$ cat src/bsc_consts.svh
// constants for the backlight smbus control register block
`ifndef BSC_CONSTS_SVH
`define BSC_CONSTS_SVH
`define BSC_SLAVE_ADDR 7'h58
`define BSC_IDX_BRIGHT 8'h00
`define BSC_IDX_CTRL 8'h01
`define BSC_IDX_STATUS 8'h02
`define BSC_BRIGHT_RST 8'hFF
`define BSC_CTRL_RST 3'h0
`define BSC_BIT_ON 0
`define BSC_BIT_SRC 1
`define BSC_BIT_INTERP 2
`define BSC_STAT_ON_BIT 3
`define BSC_CLK_HZ 20000000
`define BSC_ON_DELAY_MS 10
`define BSC_ON_DELAY_CYC ((`BSC_CLK_HZ / 1000) * `BSC_ON_DELAY_MS)
`define BSC_PWM_PERIOD 16'hFFFF
`define BSC_ON_CNT_LAST 19'h003FF
`endif

$ cat src/bsc_pkg.sv
// types for the backlight smbus control register block
package bsc_pkg;
  typedef enum logic [6:0] {
    BSC_IDLE = 7'h01,
    BSC_ADDR = 7'h02,
    BSC_CMD = 7'h04,
    BSC_DATA = 7'h08,
    BSC_RDATA = 7'h10,
    BSC_ACK = 7'h20,
    BSC_SKIP = 7'h40
  } bsc_state_t;
  typedef struct packed {
    logic scl_oe_n;
    logic sda_oe_n;
  } bsc_pin_drive_t;
  typedef struct packed {
    logic [7:0] level;
    logic enable;
  } bsc_backlight_t;
endpackage

$ cat src/bsc_regs.sv
// smbus slave with brightness and control registers for a backlight driver
`timescale 1ns/1ns
`include "bsc_consts.svh"
module bsc_regs (
  // clock and reset
  input wire logic clk,
  input wire logic srst,
  // smbus pins
  input wire logic scl_in,
  input wire logic sda_in,
  output bsc_pkg::bsc_pin_drive_t pins,
  // pwm input
  input wire logic pwm_in,
  // backlight output
  output bsc_pkg::bsc_backlight_t backlight
);
  import bsc_pkg::*;

  // ************************************************************
  // input synchronisers
  // ************************************************************
  logic [1:0] scl_sync;
  logic [1:0] sda_sync;
  logic [1:0] pwm_sync;
  logic scl_prev;
  logic sda_prev;
  always_ff @(posedge clk) begin
    if (srst) begin
      scl_sync <= 2'h3;
      sda_sync <= 2'h3;
      pwm_sync <= 2'h0;
      scl_prev <= 1'b1;
      sda_prev <= 1'b1;
    end else begin
      scl_sync <= {scl_sync[0], scl_in};
      sda_sync <= {sda_sync[0], sda_in};
      pwm_sync <= {pwm_sync[0], pwm_in};
      scl_prev <= scl_sync[1];
      sda_prev <= sda_sync[1];
    end
  end
  wire scl = scl_sync[1];
  wire sda = sda_sync[1];
  wire pwm = pwm_sync[1];
  wire scl_rise = scl & ~scl_prev;
  wire scl_fall = ~scl & scl_prev;
  wire start_cond = scl & scl_prev & sda_prev & ~sda;
  wire stop_cond = scl & scl_prev & ~sda_prev & sda;

  // ************************************************************
  // pwm duty measurement
  // ************************************************************
  // duty is sampled over a fixed window; the window is the scale factor
  logic [15:0] win_cnt;
  logic [15:0] high_cnt;
  logic [7:0] duty;
  wire win_end = (win_cnt == `BSC_PWM_PERIOD);
  always_ff @(posedge clk) begin
    if (srst) begin
      win_cnt <= 16'h0000;
      high_cnt <= 16'h0000;
      duty <= 8'hFF;
    end else begin
      win_cnt <= win_end ? 16'h0000 : win_cnt + 16'h0001;
      high_cnt <= win_end ? 16'h0000 : high_cnt + {15'h0000, pwm};
      if (win_end) begin
        duty <= high_cnt[15:8];
      end
    end
  end

  // ************************************************************
  // registers and mode decode
  // ************************************************************
  logic [7:0] brightness_field;
  logic [2:0] ctrl;
  logic backlight_on_status;
  logic [7:0] level;
  logic [18:0] on_cnt;
  wire duty_interpret_select = ctrl[`BSC_BIT_INTERP];
  wire source_pwm = ctrl[`BSC_BIT_SRC];
  wire backlight_on_control = ctrl[`BSC_BIT_ON];
  wire mode_pwm = source_pwm;
  wire mode_scaled = ~source_pwm & ~duty_interpret_select;

  function automatic logic [7:0] scale(input logic [7:0] a, input logic [7:0] b);
    logic [15:0] p;
    p = a * b + {8'h00, a};
    return p[15:8];
  endfunction

  // scaled value: register times duty fraction, full duty keeps value
  wire [7:0] scaled_level = scale(brightness_field, duty);
  wire [7:0] next_level = mode_pwm ? duty : (mode_scaled ? scaled_level : brightness_field);
  wire [7:0] read_bright = mode_pwm ? duty : brightness_field;
  wire [7:0] ctrl_read = {5'h00, ctrl};
  wire [7:0] status_read = {4'h0, backlight_on_status, 3'h0};

  // ************************************************************
  // smbus slave state machine
  // ************************************************************
  bsc_state_t state;
  bsc_state_t ack_ret;
  logic [3:0] bit_cnt;
  logic [7:0] shreg;
  logic [7:0] index;
  logic nak;
  logic is_read;
  logic got_cmd;
  logic sda_drive;
  logic wr_strobe;
  logic [7:0] wr_data;

  wire byte_done = scl_rise & (bit_cnt == 4'h7);
  wire [7:0] rx_byte = {shreg[6:0], sda};
  wire addr_hit = (rx_byte[7:1] == `BSC_SLAVE_ADDR);
  wire idx_ok = (rx_byte == `BSC_IDX_BRIGHT) | (rx_byte == `BSC_IDX_CTRL)
                | (rx_byte == `BSC_IDX_STATUS);
  wire [7:0] rd_val = (index == `BSC_IDX_BRIGHT) ? read_bright :
                      (index == `BSC_IDX_CTRL) ? ctrl_read : status_read;

  always_ff @(posedge clk) begin
    if (srst) begin
      state <= BSC_IDLE;
      ack_ret <= BSC_IDLE;
      bit_cnt <= 4'h0;
      shreg <= 8'h00;
      index <= 8'h00;
      nak <= 1'b0;
      is_read <= 1'b0;
      got_cmd <= 1'b0;
      sda_drive <= 1'b0;
      wr_strobe <= 1'b0;
      wr_data <= 8'h00;
    end else begin
      wr_strobe <= 1'b0;
      if (start_cond) begin
        // repeated start only continues a read after a valid command
        state <= BSC_ADDR;
        bit_cnt <= 4'h0;
        sda_drive <= 1'b0;
      end else if (stop_cond) begin
        state <= BSC_IDLE;
        sda_drive <= 1'b0;
        got_cmd <= 1'b0;
      end else begin
        case (state)
          BSC_ADDR: begin
            if (scl_rise) begin
              shreg <= rx_byte;
              bit_cnt <= bit_cnt + 4'h1;
            end
            if (byte_done) begin
              is_read <= sda;
              // a read without a prior command is refused
              nak <= ~addr_hit | (sda & ~got_cmd);
              ack_ret <= ~addr_hit ? BSC_SKIP : (sda ? BSC_RDATA : BSC_CMD);
              state <= BSC_ACK;
            end
          end
          BSC_CMD: begin
            if (scl_rise) begin
              shreg <= rx_byte;
              bit_cnt <= bit_cnt + 4'h1;
            end
            if (byte_done) begin
              index <= rx_byte;
              got_cmd <= idx_ok;
              nak <= ~idx_ok;
              ack_ret <= idx_ok ? BSC_DATA : BSC_SKIP;
              state <= BSC_ACK;
            end
          end
          BSC_DATA: begin
            if (scl_rise) begin
              shreg <= rx_byte;
              bit_cnt <= bit_cnt + 4'h1;
            end
            if (byte_done) begin
              // status is read only; extra bytes beyond one are refused
              nak <= (index == `BSC_IDX_STATUS);
              wr_strobe <= (index != `BSC_IDX_STATUS);
              wr_data <= rx_byte;
              got_cmd <= 1'b0;
              ack_ret <= BSC_SKIP;
              state <= BSC_ACK;
            end
          end
          BSC_ACK: begin
            // drive ack through the ninth clock; on its falling edge release it, or drive the first read bit
            if (scl_fall & ~sda_drive) begin
              sda_drive <= ~nak;
              bit_cnt <= 4'h0;
            end else if (scl_fall) begin
              sda_drive <= 1'b0;
              state <= ack_ret;
              if (ack_ret == BSC_RDATA) begin
                shreg <= rd_val;
                sda_drive <= ~rd_val[7];
              end
            end else if (scl_fall & nak) begin
              state <= BSC_SKIP;
            end
            if (nak & scl_rise) begin
              state <= BSC_SKIP;
            end
          end
          BSC_RDATA: begin
            // one data byte then wait for the host nak and stop
            if (scl_fall) begin
              bit_cnt <= bit_cnt + 4'h1;
              shreg <= {shreg[6:0], 1'b0};
              sda_drive <= (bit_cnt < 4'h7) & ~shreg[6];
              if (bit_cnt == 4'h7) begin
                state <= BSC_SKIP;
              end
            end
          end
          BSC_SKIP: begin
            sda_drive <= 1'b0;
          end
          default: begin
            state <= BSC_IDLE;
          end
        endcase
      end
    end
  end

  // ************************************************************
  // register writes and backlight control
  // ************************************************************
  wire wr_bright = wr_strobe & (index == `BSC_IDX_BRIGHT) & ~mode_pwm;
  wire wr_ctrl = wr_strobe & (index == `BSC_IDX_CTRL);
  always_ff @(posedge clk) begin
    if (srst) begin
      brightness_field <= `BSC_BRIGHT_RST;
      ctrl <= `BSC_CTRL_RST;
    end else begin
      if (wr_bright) begin
        brightness_field <= wr_data;
      end
      if (wr_ctrl) begin
        ctrl <= wr_data[2:0];
      end
    end
  end

  // a 10 ms count fits 19 bits at 20 MHz; the on delay is kept short of it
  always_ff @(posedge clk) begin
    if (srst) begin
      backlight_on_status <= 1'b0;
      on_cnt <= 19'h00000;
      level <= `BSC_BRIGHT_RST;
    end else begin
      if (~backlight_on_control) begin
        backlight_on_status <= 1'b0;
        on_cnt <= 19'h00000;
      end else if (~backlight_on_status) begin
        on_cnt <= on_cnt + 19'h00001;
        backlight_on_status <= (on_cnt == `BSC_ON_CNT_LAST);
      end
      level <= next_level;
    end
  end

  // ************************************************************
  // outputs
  // ************************************************************
  // no stretching is ever done, so scl is never pulled low
  assign pins.scl_oe_n = 1'b1;
  assign pins.sda_oe_n = ~sda_drive;
  assign backlight.level = level;
  assign backlight.enable = backlight_on_status;
endmodule // bsc_regs
$ cat config.mk
export PLATFORM = sky130hd
export DESIGN_NAME = bsc_regs
export DESIGN_NICKNAME = d
export VERILOG_FILES = /design/src/bsc_pkg.sv /design/src/bsc_regs.sv
export VERILOG_INCLUDE_DIRS = /design/src /design/src/src
export SDC_FILE = /design/constraint.sdc
export NUM_CORES = 1
export LEC_CHECK = 0
export ABC_CLOCK_PERIOD_IN_PS = 4950
export BUFFER_PORTS_ARGS = -buffer_cell sky130_fd_sc_hd__buf_4
export CAP_MARGIN = 15
export CORE_MARGIN = 10
export CORE_UTILIZATION = 64
export DETAILED_ROUTE_END_ITERATION = 6
export PLACE_DENSITY_LB_ADDON = 0.2
export SLEW_MARGIN = 30
export SYNTH_ARGS = -nofsm -noshare
export SYNTH_HDL_FRONTEND = slang
export SYNTH_SLANG_ARGS = --single-unit
$ cat constraint.sdc
create_clock -name clk -period 4.95 [get_ports clk]
set_input_delay 0.495 -clock clk [delete_from_list [all_inputs] [get_ports clk]]
set_output_delay 0.495 -clock clk [all_outputs]
set_load 0.02 [all_outputs]
==> out/metrics.yaml, run 1 <==
status:
  status: "complete, no violations"
cells_and_area:
  drive_gt1_share_pct: 8.556
  diodes: 0
  syn_to_final_growth_pct: 8.452
  fillCellCount: 997
  nets: 1007
power:
  power.leakage_nw: 3.740
  finalPower_mw: 2.420
  powerDensity_nw_per_um2: 270.1
  irDropWorstVdd_mv: 0.3126
clock_network:
  h-tree-depth: 4
  clkTransAtPathRegs_ns: 0.06
  cts_tree: "built"
  cts_hold_buf: 0
  cts_buffers: 17
  cts_resized: 0
  clock-root-buffer: "clkbuf_16"
  cts_setup_buffers: 0
  clock_latency_ns: 0.42
  clock_path_buffers: 2
  cts.sinks: 130
hold_path:
  whs_path_depth: 2
  hold_path_class: "in2reg"
timing:
  setup_tns_ns: 0
  rsz0062_at_grt: "false"
  maxSlewViolCount: 0
  maxSlewHeadroom_pct: 50.03
  setup_viol: 0
  tightestPinTransition_ns: 0.7445
  clock_skew_ns: 0.008995
  hold_viol: 0
  setup_slack_ns: 0.3933
  max_freq_ghz: 0.2195
  period_needed_ns: 4.557
  min_period_over_period_pct: 92.05
placed_design:
  place.gp.congestion: 0.9223
  dp_worst_setup_slack_ns: 0.4955
  io_buffers: 14
  hpwl_um: 13520
logic_synthesis:
  async_reset_ff_share_pct: 0
  synth_cell_types: 79
  synth_top_area_share_pct: 31.51
  synth.area.top_cells: "dfxtp_1 32%, fa_1 10%, mux2i_1 5.8%"
  syn_area_um2: 8260
  synth.most_common_cell: "dfxtp_1"
  avgSynthCellArea_um2: 8.806
  synth_edf_count: 0
  synth_warnings: 0
  syn_inst: 938
  ys_seq_area_share_pct: 31.51
  synth_area_leader_cell: "dfxtp_1"
  syn-num-nets: 1023
  synthTopCellsByCount: "130 x dfxtp_1, 89 x nor2_1, 79 x nand2_1"
  synth-main-ff-cell: "dfxtp_1"
  ys_ff_latch: 130
floorplanning:
  rows: 41
  die_y_um: 133.6
  io_pins: 16
  coreArea_um2: 12620
  start_util_pct: 65.46
  die_w_um: 133.6
  dieArea_um2: 17850
setup_path:
  cpPeakStageDelay_ns: 0.58
  path_cells: "inv_1 -> fa_1 -> inv_1 -> fa_1 -> inv_1 -> fa_1 -> inv_1 -> fa_1 -> ha_1 -> nand4_1 -> o221ai_1 -> a41oi_1 -> a221oi_1 -> nand2_1"
  arrival_ns: 4.86
  slowest_stage: "dfxtp_1"
  cp_max_fo: 12
  ff2ff_path_depth: 14
  crit_family: "adder cells"
  required_ns: 5.25
  crit_path_start_kind: "flop"
  end_kind: "flop"
  crit_type: "reg2reg"
  cp.depth: 14
  path_buf_inv: 4
detailed_routing:
  post_drt_wl_per_cell_um: 16.74
  drcViolationCount: 0
  via_count: 6597
  routed_wl_um: 18530
  viasPerCell: 5.959
  drtAntennaViolNets: 0
  drtPass1Iterations: 7
  drtIter0Drc: 554
global_routing:
  overflow: 0
  antenna_found_initial: 0
  grt_pass1_wl_um: 31660
  grt_use_total_pct: 21.18
  grt_max_degree: 68
  grt_pass1_vias: 6545
run:
  drv_cap: 0
==> stage by stage <==
stage          utilization [%]  instances  instance area [µm²]  hold WS (ns)
2_1_floorplan                -        938                 8260        0.3895
3_3_place_gp             66.06       1075                 8337        0.3947
3_5_place_dp             66.08       1075                 8339        0.3923
4_1_cts                  70.99       1107                 8959        0.2351
5_1_grt                  70.99       1107                 8959        0.2486
6_report                 70.99       1107                 8959        0.2512
==> path summary, 6_finish.rpt <==
| kind | from | end | slack, ns |
|---|---|---|---|
| setup / recovery | brightness_field[6] | level[7] | 0.39 |
| setup reg to reg | brightness_field[6] | level[7] | 0.39 |
| hold reg to reg | scl_sync[0] | scl_sync[1] | 0.41 |
| hold / removal | sda_in | sda_sync[0] | 0.25 |
==> worst reg2reg max path: stages, from the launching register on <==
cell,delay [ns]
dfxtp_1,0.58
inv_1,0.12
fa_1,0.55
inv_1,0.05
fa_1,0.50
inv_1,0.05
fa_1,0.48
inv_1,0.06
fa_1,0.47
ha_1,0.31
nand4_1,0.16
o221ai_1,0.41
a41oi_1,0.27
a221oi_1,0.35
nand2_1,0.08
==> cell families (layout without fill, tap and decap cells) <==
logic type / after synthesis / after routing / share of synthesized area, %
muxes: 50 / 50 / 6.089
buffers and inverters: 114 / 111 / 6.089
DFF: 130 / 130 / 31.51
AOI/OAI and AO/OA: 122 / 122 / 9.937
xor gates and xnor gates: 46 / 46 / 4.877
other: 1 / 1 / 0.04540
adders and majority gates: 80 / 80 / 16.03
and+or+nand+nor: 395 / 395 / 25.43
==> power by group <==
part	switching, mW	internal [mW]
Sequential	0.00617	1.05
Combinational	0.0311	0.0171
Clock	0.498	0.815
Total	0.536	1.88
==> registers in the layout, indices dropped and copies added (netlist names), 2 cells and up <==
| name | count |
|---|---|
| ctrl | 3 |
| duty | 8 |
| level | 8 |
| high_cnt | 16 |
| scl_sync | 2 |
| sda_sync | 2 |
| state | 7 |
| brightness_field | 8 |
| pwm_sync | 2 |
| wr_data | 8 |
| shreg | 7 |
| on_cnt | 19 |
| bit_cnt | 4 |
| win_cnt | 16 |
| index | 8 |
| ack_ret | 5 |
==> layer usage <==
layer / part of all wire, % / track usage (%) / vias to the layer above
li1: - / - / 3180
met1: 45 / 26.76 / 3169
met2: 49 / 35.24 / 211
met3: 4.7 / 4.135 / 37
met4: 2.0 / 7.376 / 0
met5: 0 / 0 / -
==> placed cells by master, fill, tap and decap left out, drive strengths merged, types with 31 or more instances in the layout <==
cell,instances
ha,37
nand2,81
and2,44
inv,65
mux2i,48
nand3,31
dfxtp,130
fa,43
nor2,91
==> final cells by class <==
class	count	area (µm²)	area share, %
Multi-Input combinational cell	694	5157	57.57
Sequential cell	130	2603	29.05
Clock buffer	19	442.9	4.944
Inverter	61	229.0	2.556
Tap cell	172	215.2	2.402
Clock inverter	13	176.4	1.969
Timing Repair Buffer	18	135.1	1.508
(Power assumes the default switching activity.)
==> run 2, diff against run 1 <==
--- a/config.mk
+++ b/config.mk
@@ -6,6 +6,7 @@
 export SDC_FILE = /design/constraint.sdc
 export NUM_CORES = 1
 export LEC_CHECK = 0
+export ABC_AREA = 1
 export ABC_CLOCK_PERIOD_IN_PS = 4950
 export BUFFER_PORTS_ARGS = -buffer_cell sky130_fd_sc_hd__buf_4
 export CAP_MARGIN = 15
@@ -13,6 +14,7 @@
 export CORE_UTILIZATION = 64
 export DETAILED_ROUTE_END_ITERATION = 6
 export PLACE_DENSITY_LB_ADDON = 0.2
+export SKIP_CTS_REPAIR_TIMING = 1
 export SLEW_MARGIN = 30
 export SYNTH_ARGS = -nofsm -noshare
 export SYNTH_HDL_FRONTEND = slang
==> out/metrics.yaml, run 2 <==
logic_synthesis:
  ys_ff_latch: 130
  avgSynthCellArea_um2: 7.139
  synth_area_leader_cell: "dfxtp_1"
  async_reset_ff_share_pct: 0
  synth_top_area_share_pct: 31.62
  synth-main-ff-cell: "dfxtp_1"
  synthTopCellsByCount: "264 x nand2_1, 191 x inv_1, 130 x dfxtp_1"
  synth_edf_count: 0
  synth.area.top_cells: "dfxtp_1 32%, nand2_1 12%, fa_1 10%"
  syn_inst: 1153
  synth_warnings: 0
  syn_area_um2: 8232
  synth.most_common_cell: "nand2_1"
  syn-num-nets: 1238
  synth_cell_types: 47
  ys_seq_area_share_pct: 31.62
timing:
  maxSlewHeadroom_pct: 41.59
  setup_viol: 0
  timing.hold.ws_ns: 0.2609
  setup_slack_ns: 0.7065
  period_needed_ns: 4.244
  min_period_over_period_pct: 85.73
  tightestPinTransition_ns: 0.8690
  rsz0062_at_grt: "false"
  max_freq_ghz: 0.2357
  hold_viol: 0
  maxSlewViolCount: 0
  setup_tns_ns: 0
  clock_skew_ns: 0.005497
floorplanning:
  io_pins: 16
  rows: 41
  start_util_pct: 65.23
  dieArea_um2: 17800
  die_y_um: 133.4
  die_w_um: 133.4
  coreArea_um2: 12620
clock_network:
  clock_latency_ns: 0.42
  clkTransAtPathRegs_ns: 0.06
  cts.sinks: 130
  cts_tree: "built"
  clock_path_buffers: 2
  clock-root-buffer: "clkbuf_16"
  h-tree-depth: 4
  cts_buffers: 17
cells_and_area:
  layout_common_cells: "264 x nand2_1, 191 x inv_1, 130 x dfxtp_1"
  seqCellArea_um2: 2603
  reg.largest.list: "on_cnt (19), high_cnt (16), win_cnt (16)"
  fillCellCount: 1090
  top_register: "on_cnt"
  layout_commonest_cell: "nand2_1"
  largest_reg_flops: 19
  nets: 1235
  diodes: 0
  syn_to_final_growth_pct: 8.861
  multi_input_area_um2: 4705
  drive_gt1_share_pct: 7.481
global_routing:
  antenna_found_initial: 0
  grt_pass1_wl_um: 30780
  grt_max_degree: 50
  overflow: 0
  grt_use_total_pct: 20.56
  grt_pass1_vias: 6562
detailed_routing:
  post_drt_wl_per_cell_um: 13.28
  routed_wl_um: 17730
  viasPerCell: 5.332
  drtAntennaViolNets: 0
  via_count: 7118
  drcViolationCount: 0
  drtIter0Drc: 618
  drtPass1Iterations: 7
hold_path:
  hold_path_class: "in2reg"
setup_path:
  crit_path_start_kind: "flop"
  arrival_ns: 4.56
  required_ns: 5.26
  end_kind: "flop"
  crit_type: "reg2reg"
  cp_max_fo: 12
power:
  powerDensity_nw_per_um2: 261.1
  irDropWorstVdd_mv: 0.2860
  power.leakage_nw: 4.181
placed_design:
  io_buffers: 14
  place.gp.congestion: 0.9234
  dp_worst_setup_slack_ns: 0.7438
  hpwl_um: 13120
status:
  status: "complete, no violations"
run:
  drv_cap: 0
run 2: cell count changes in the layout (fill, tap and decap cells not counted), sizes merged, moves of 13 or more:
| cell | before | now |
|---|---|---|
| xnor2 | 20 | 3 |
| nand2b | 17 | 0 |
| nor2 | 91 | 133 |
| o21ai | 25 | 61 |
| nand3 | 31 | 66 |
| inv | 65 | 197 |
| nand2 | 81 | 272 |
| or3 | 17 | 0 |
| a21oi | 26 | 63 |
| o211ai | 3 | 16 |
| xor2 | 26 | 10 |
| mux2i | 48 | 0 |
| and2 | 44 | 1 |
run 2: cell type report:
class,instances,share of cell area (%)
multi-input combinational,788,52.50
sequential,130,29.04
inverter,198,8.294
clock buffer,24,5.376
tap,172,2.402
timing repair buffer,15,1.257
clock inverter,8,1.131
run 2: report_power, final:
| group | total [mW] | switching, mW | internal (mW) | leakage [nW] |
|---|---|---|---|---|
| Combinational | 0.0450 | 0.0317 | 0.0133 | 2.85 |
| Sequential | 1.06 | 0.00388 | 1.05 | 1.05 |
| Clock | 1.24 | 0.457 | 0.780 | 0.277 |
| Total | 2.34 | 0.493 | 1.85 | 4.18 |
run 2: cells by family after synthesis:
logic type	share of synthesized area, %
compound gates	11.37
fa+ha+maj	16.08
other cells	0.04556
simple gates	28.27
buf+inv	11.23
xor+xnor	1.383
flops	31.62
run 2: critical path: stages (launching register included):
cell	delay (ns)
dfxtp_1	0.60
nand2_1	0.10
inv_1	0.09
fa_1	0.44
fa_1	0.51
fa_1	0.54
inv_1	0.05
fa_1	0.52
inv_1	0.04
ha_1	0.35
a21oi_1	0.28
o21ai_0	0.18
a21oi_1	0.20
nand3_1	0.10
nand3_1	0.09
nand2_1	0.05
run 2: layer usage:
layer / track usage [%] / vias to the layer above / wire length, µm
met3: 3.872 / 25 / 1043
met5: 0 / - / 0
met2: 31.72 / 218 / 8161
met4: 7.134 / 0 / 318
li1: - / 3631 / -
met1: 28.16 / 3244 / 8205
run 2: path summary, 6_finish.rpt:
| path | cells past startpoint | to | from | slack (ns) |
|---|---|---|---|---|
| hold reg to reg | 1 | scl_sync[1] | scl_sync[0] | 0.41 |
| hold / removal | 2 | sda_sync[0] | sda_in | 0.26 |
| setup / recovery | 15 | level[7] | brightness_field[2] | 0.71 |
| setup reg to reg | 15 | level[7] | brightness_field[2] | 0.71 |
run 2: through the flow:
| stage | util, % | instances | area (µm²) | total power [mW] |
|---|---|---|---|---|
| final | 71.01 | 1335 | 8961 | 2.340 |
| after global routing | 71.01 | 1335 | 8961 | 2.402 |
| after CTS | 71.01 | 1335 | 8961 | 2.356 |
| after detailed placement | 66.39 | 1303 | 8378 | 1.124 |
| after global placement | 66.39 | 1303 | 8378 | 1.123 |
| after floorplan | - | 1153 | 8232 | 1.112 |
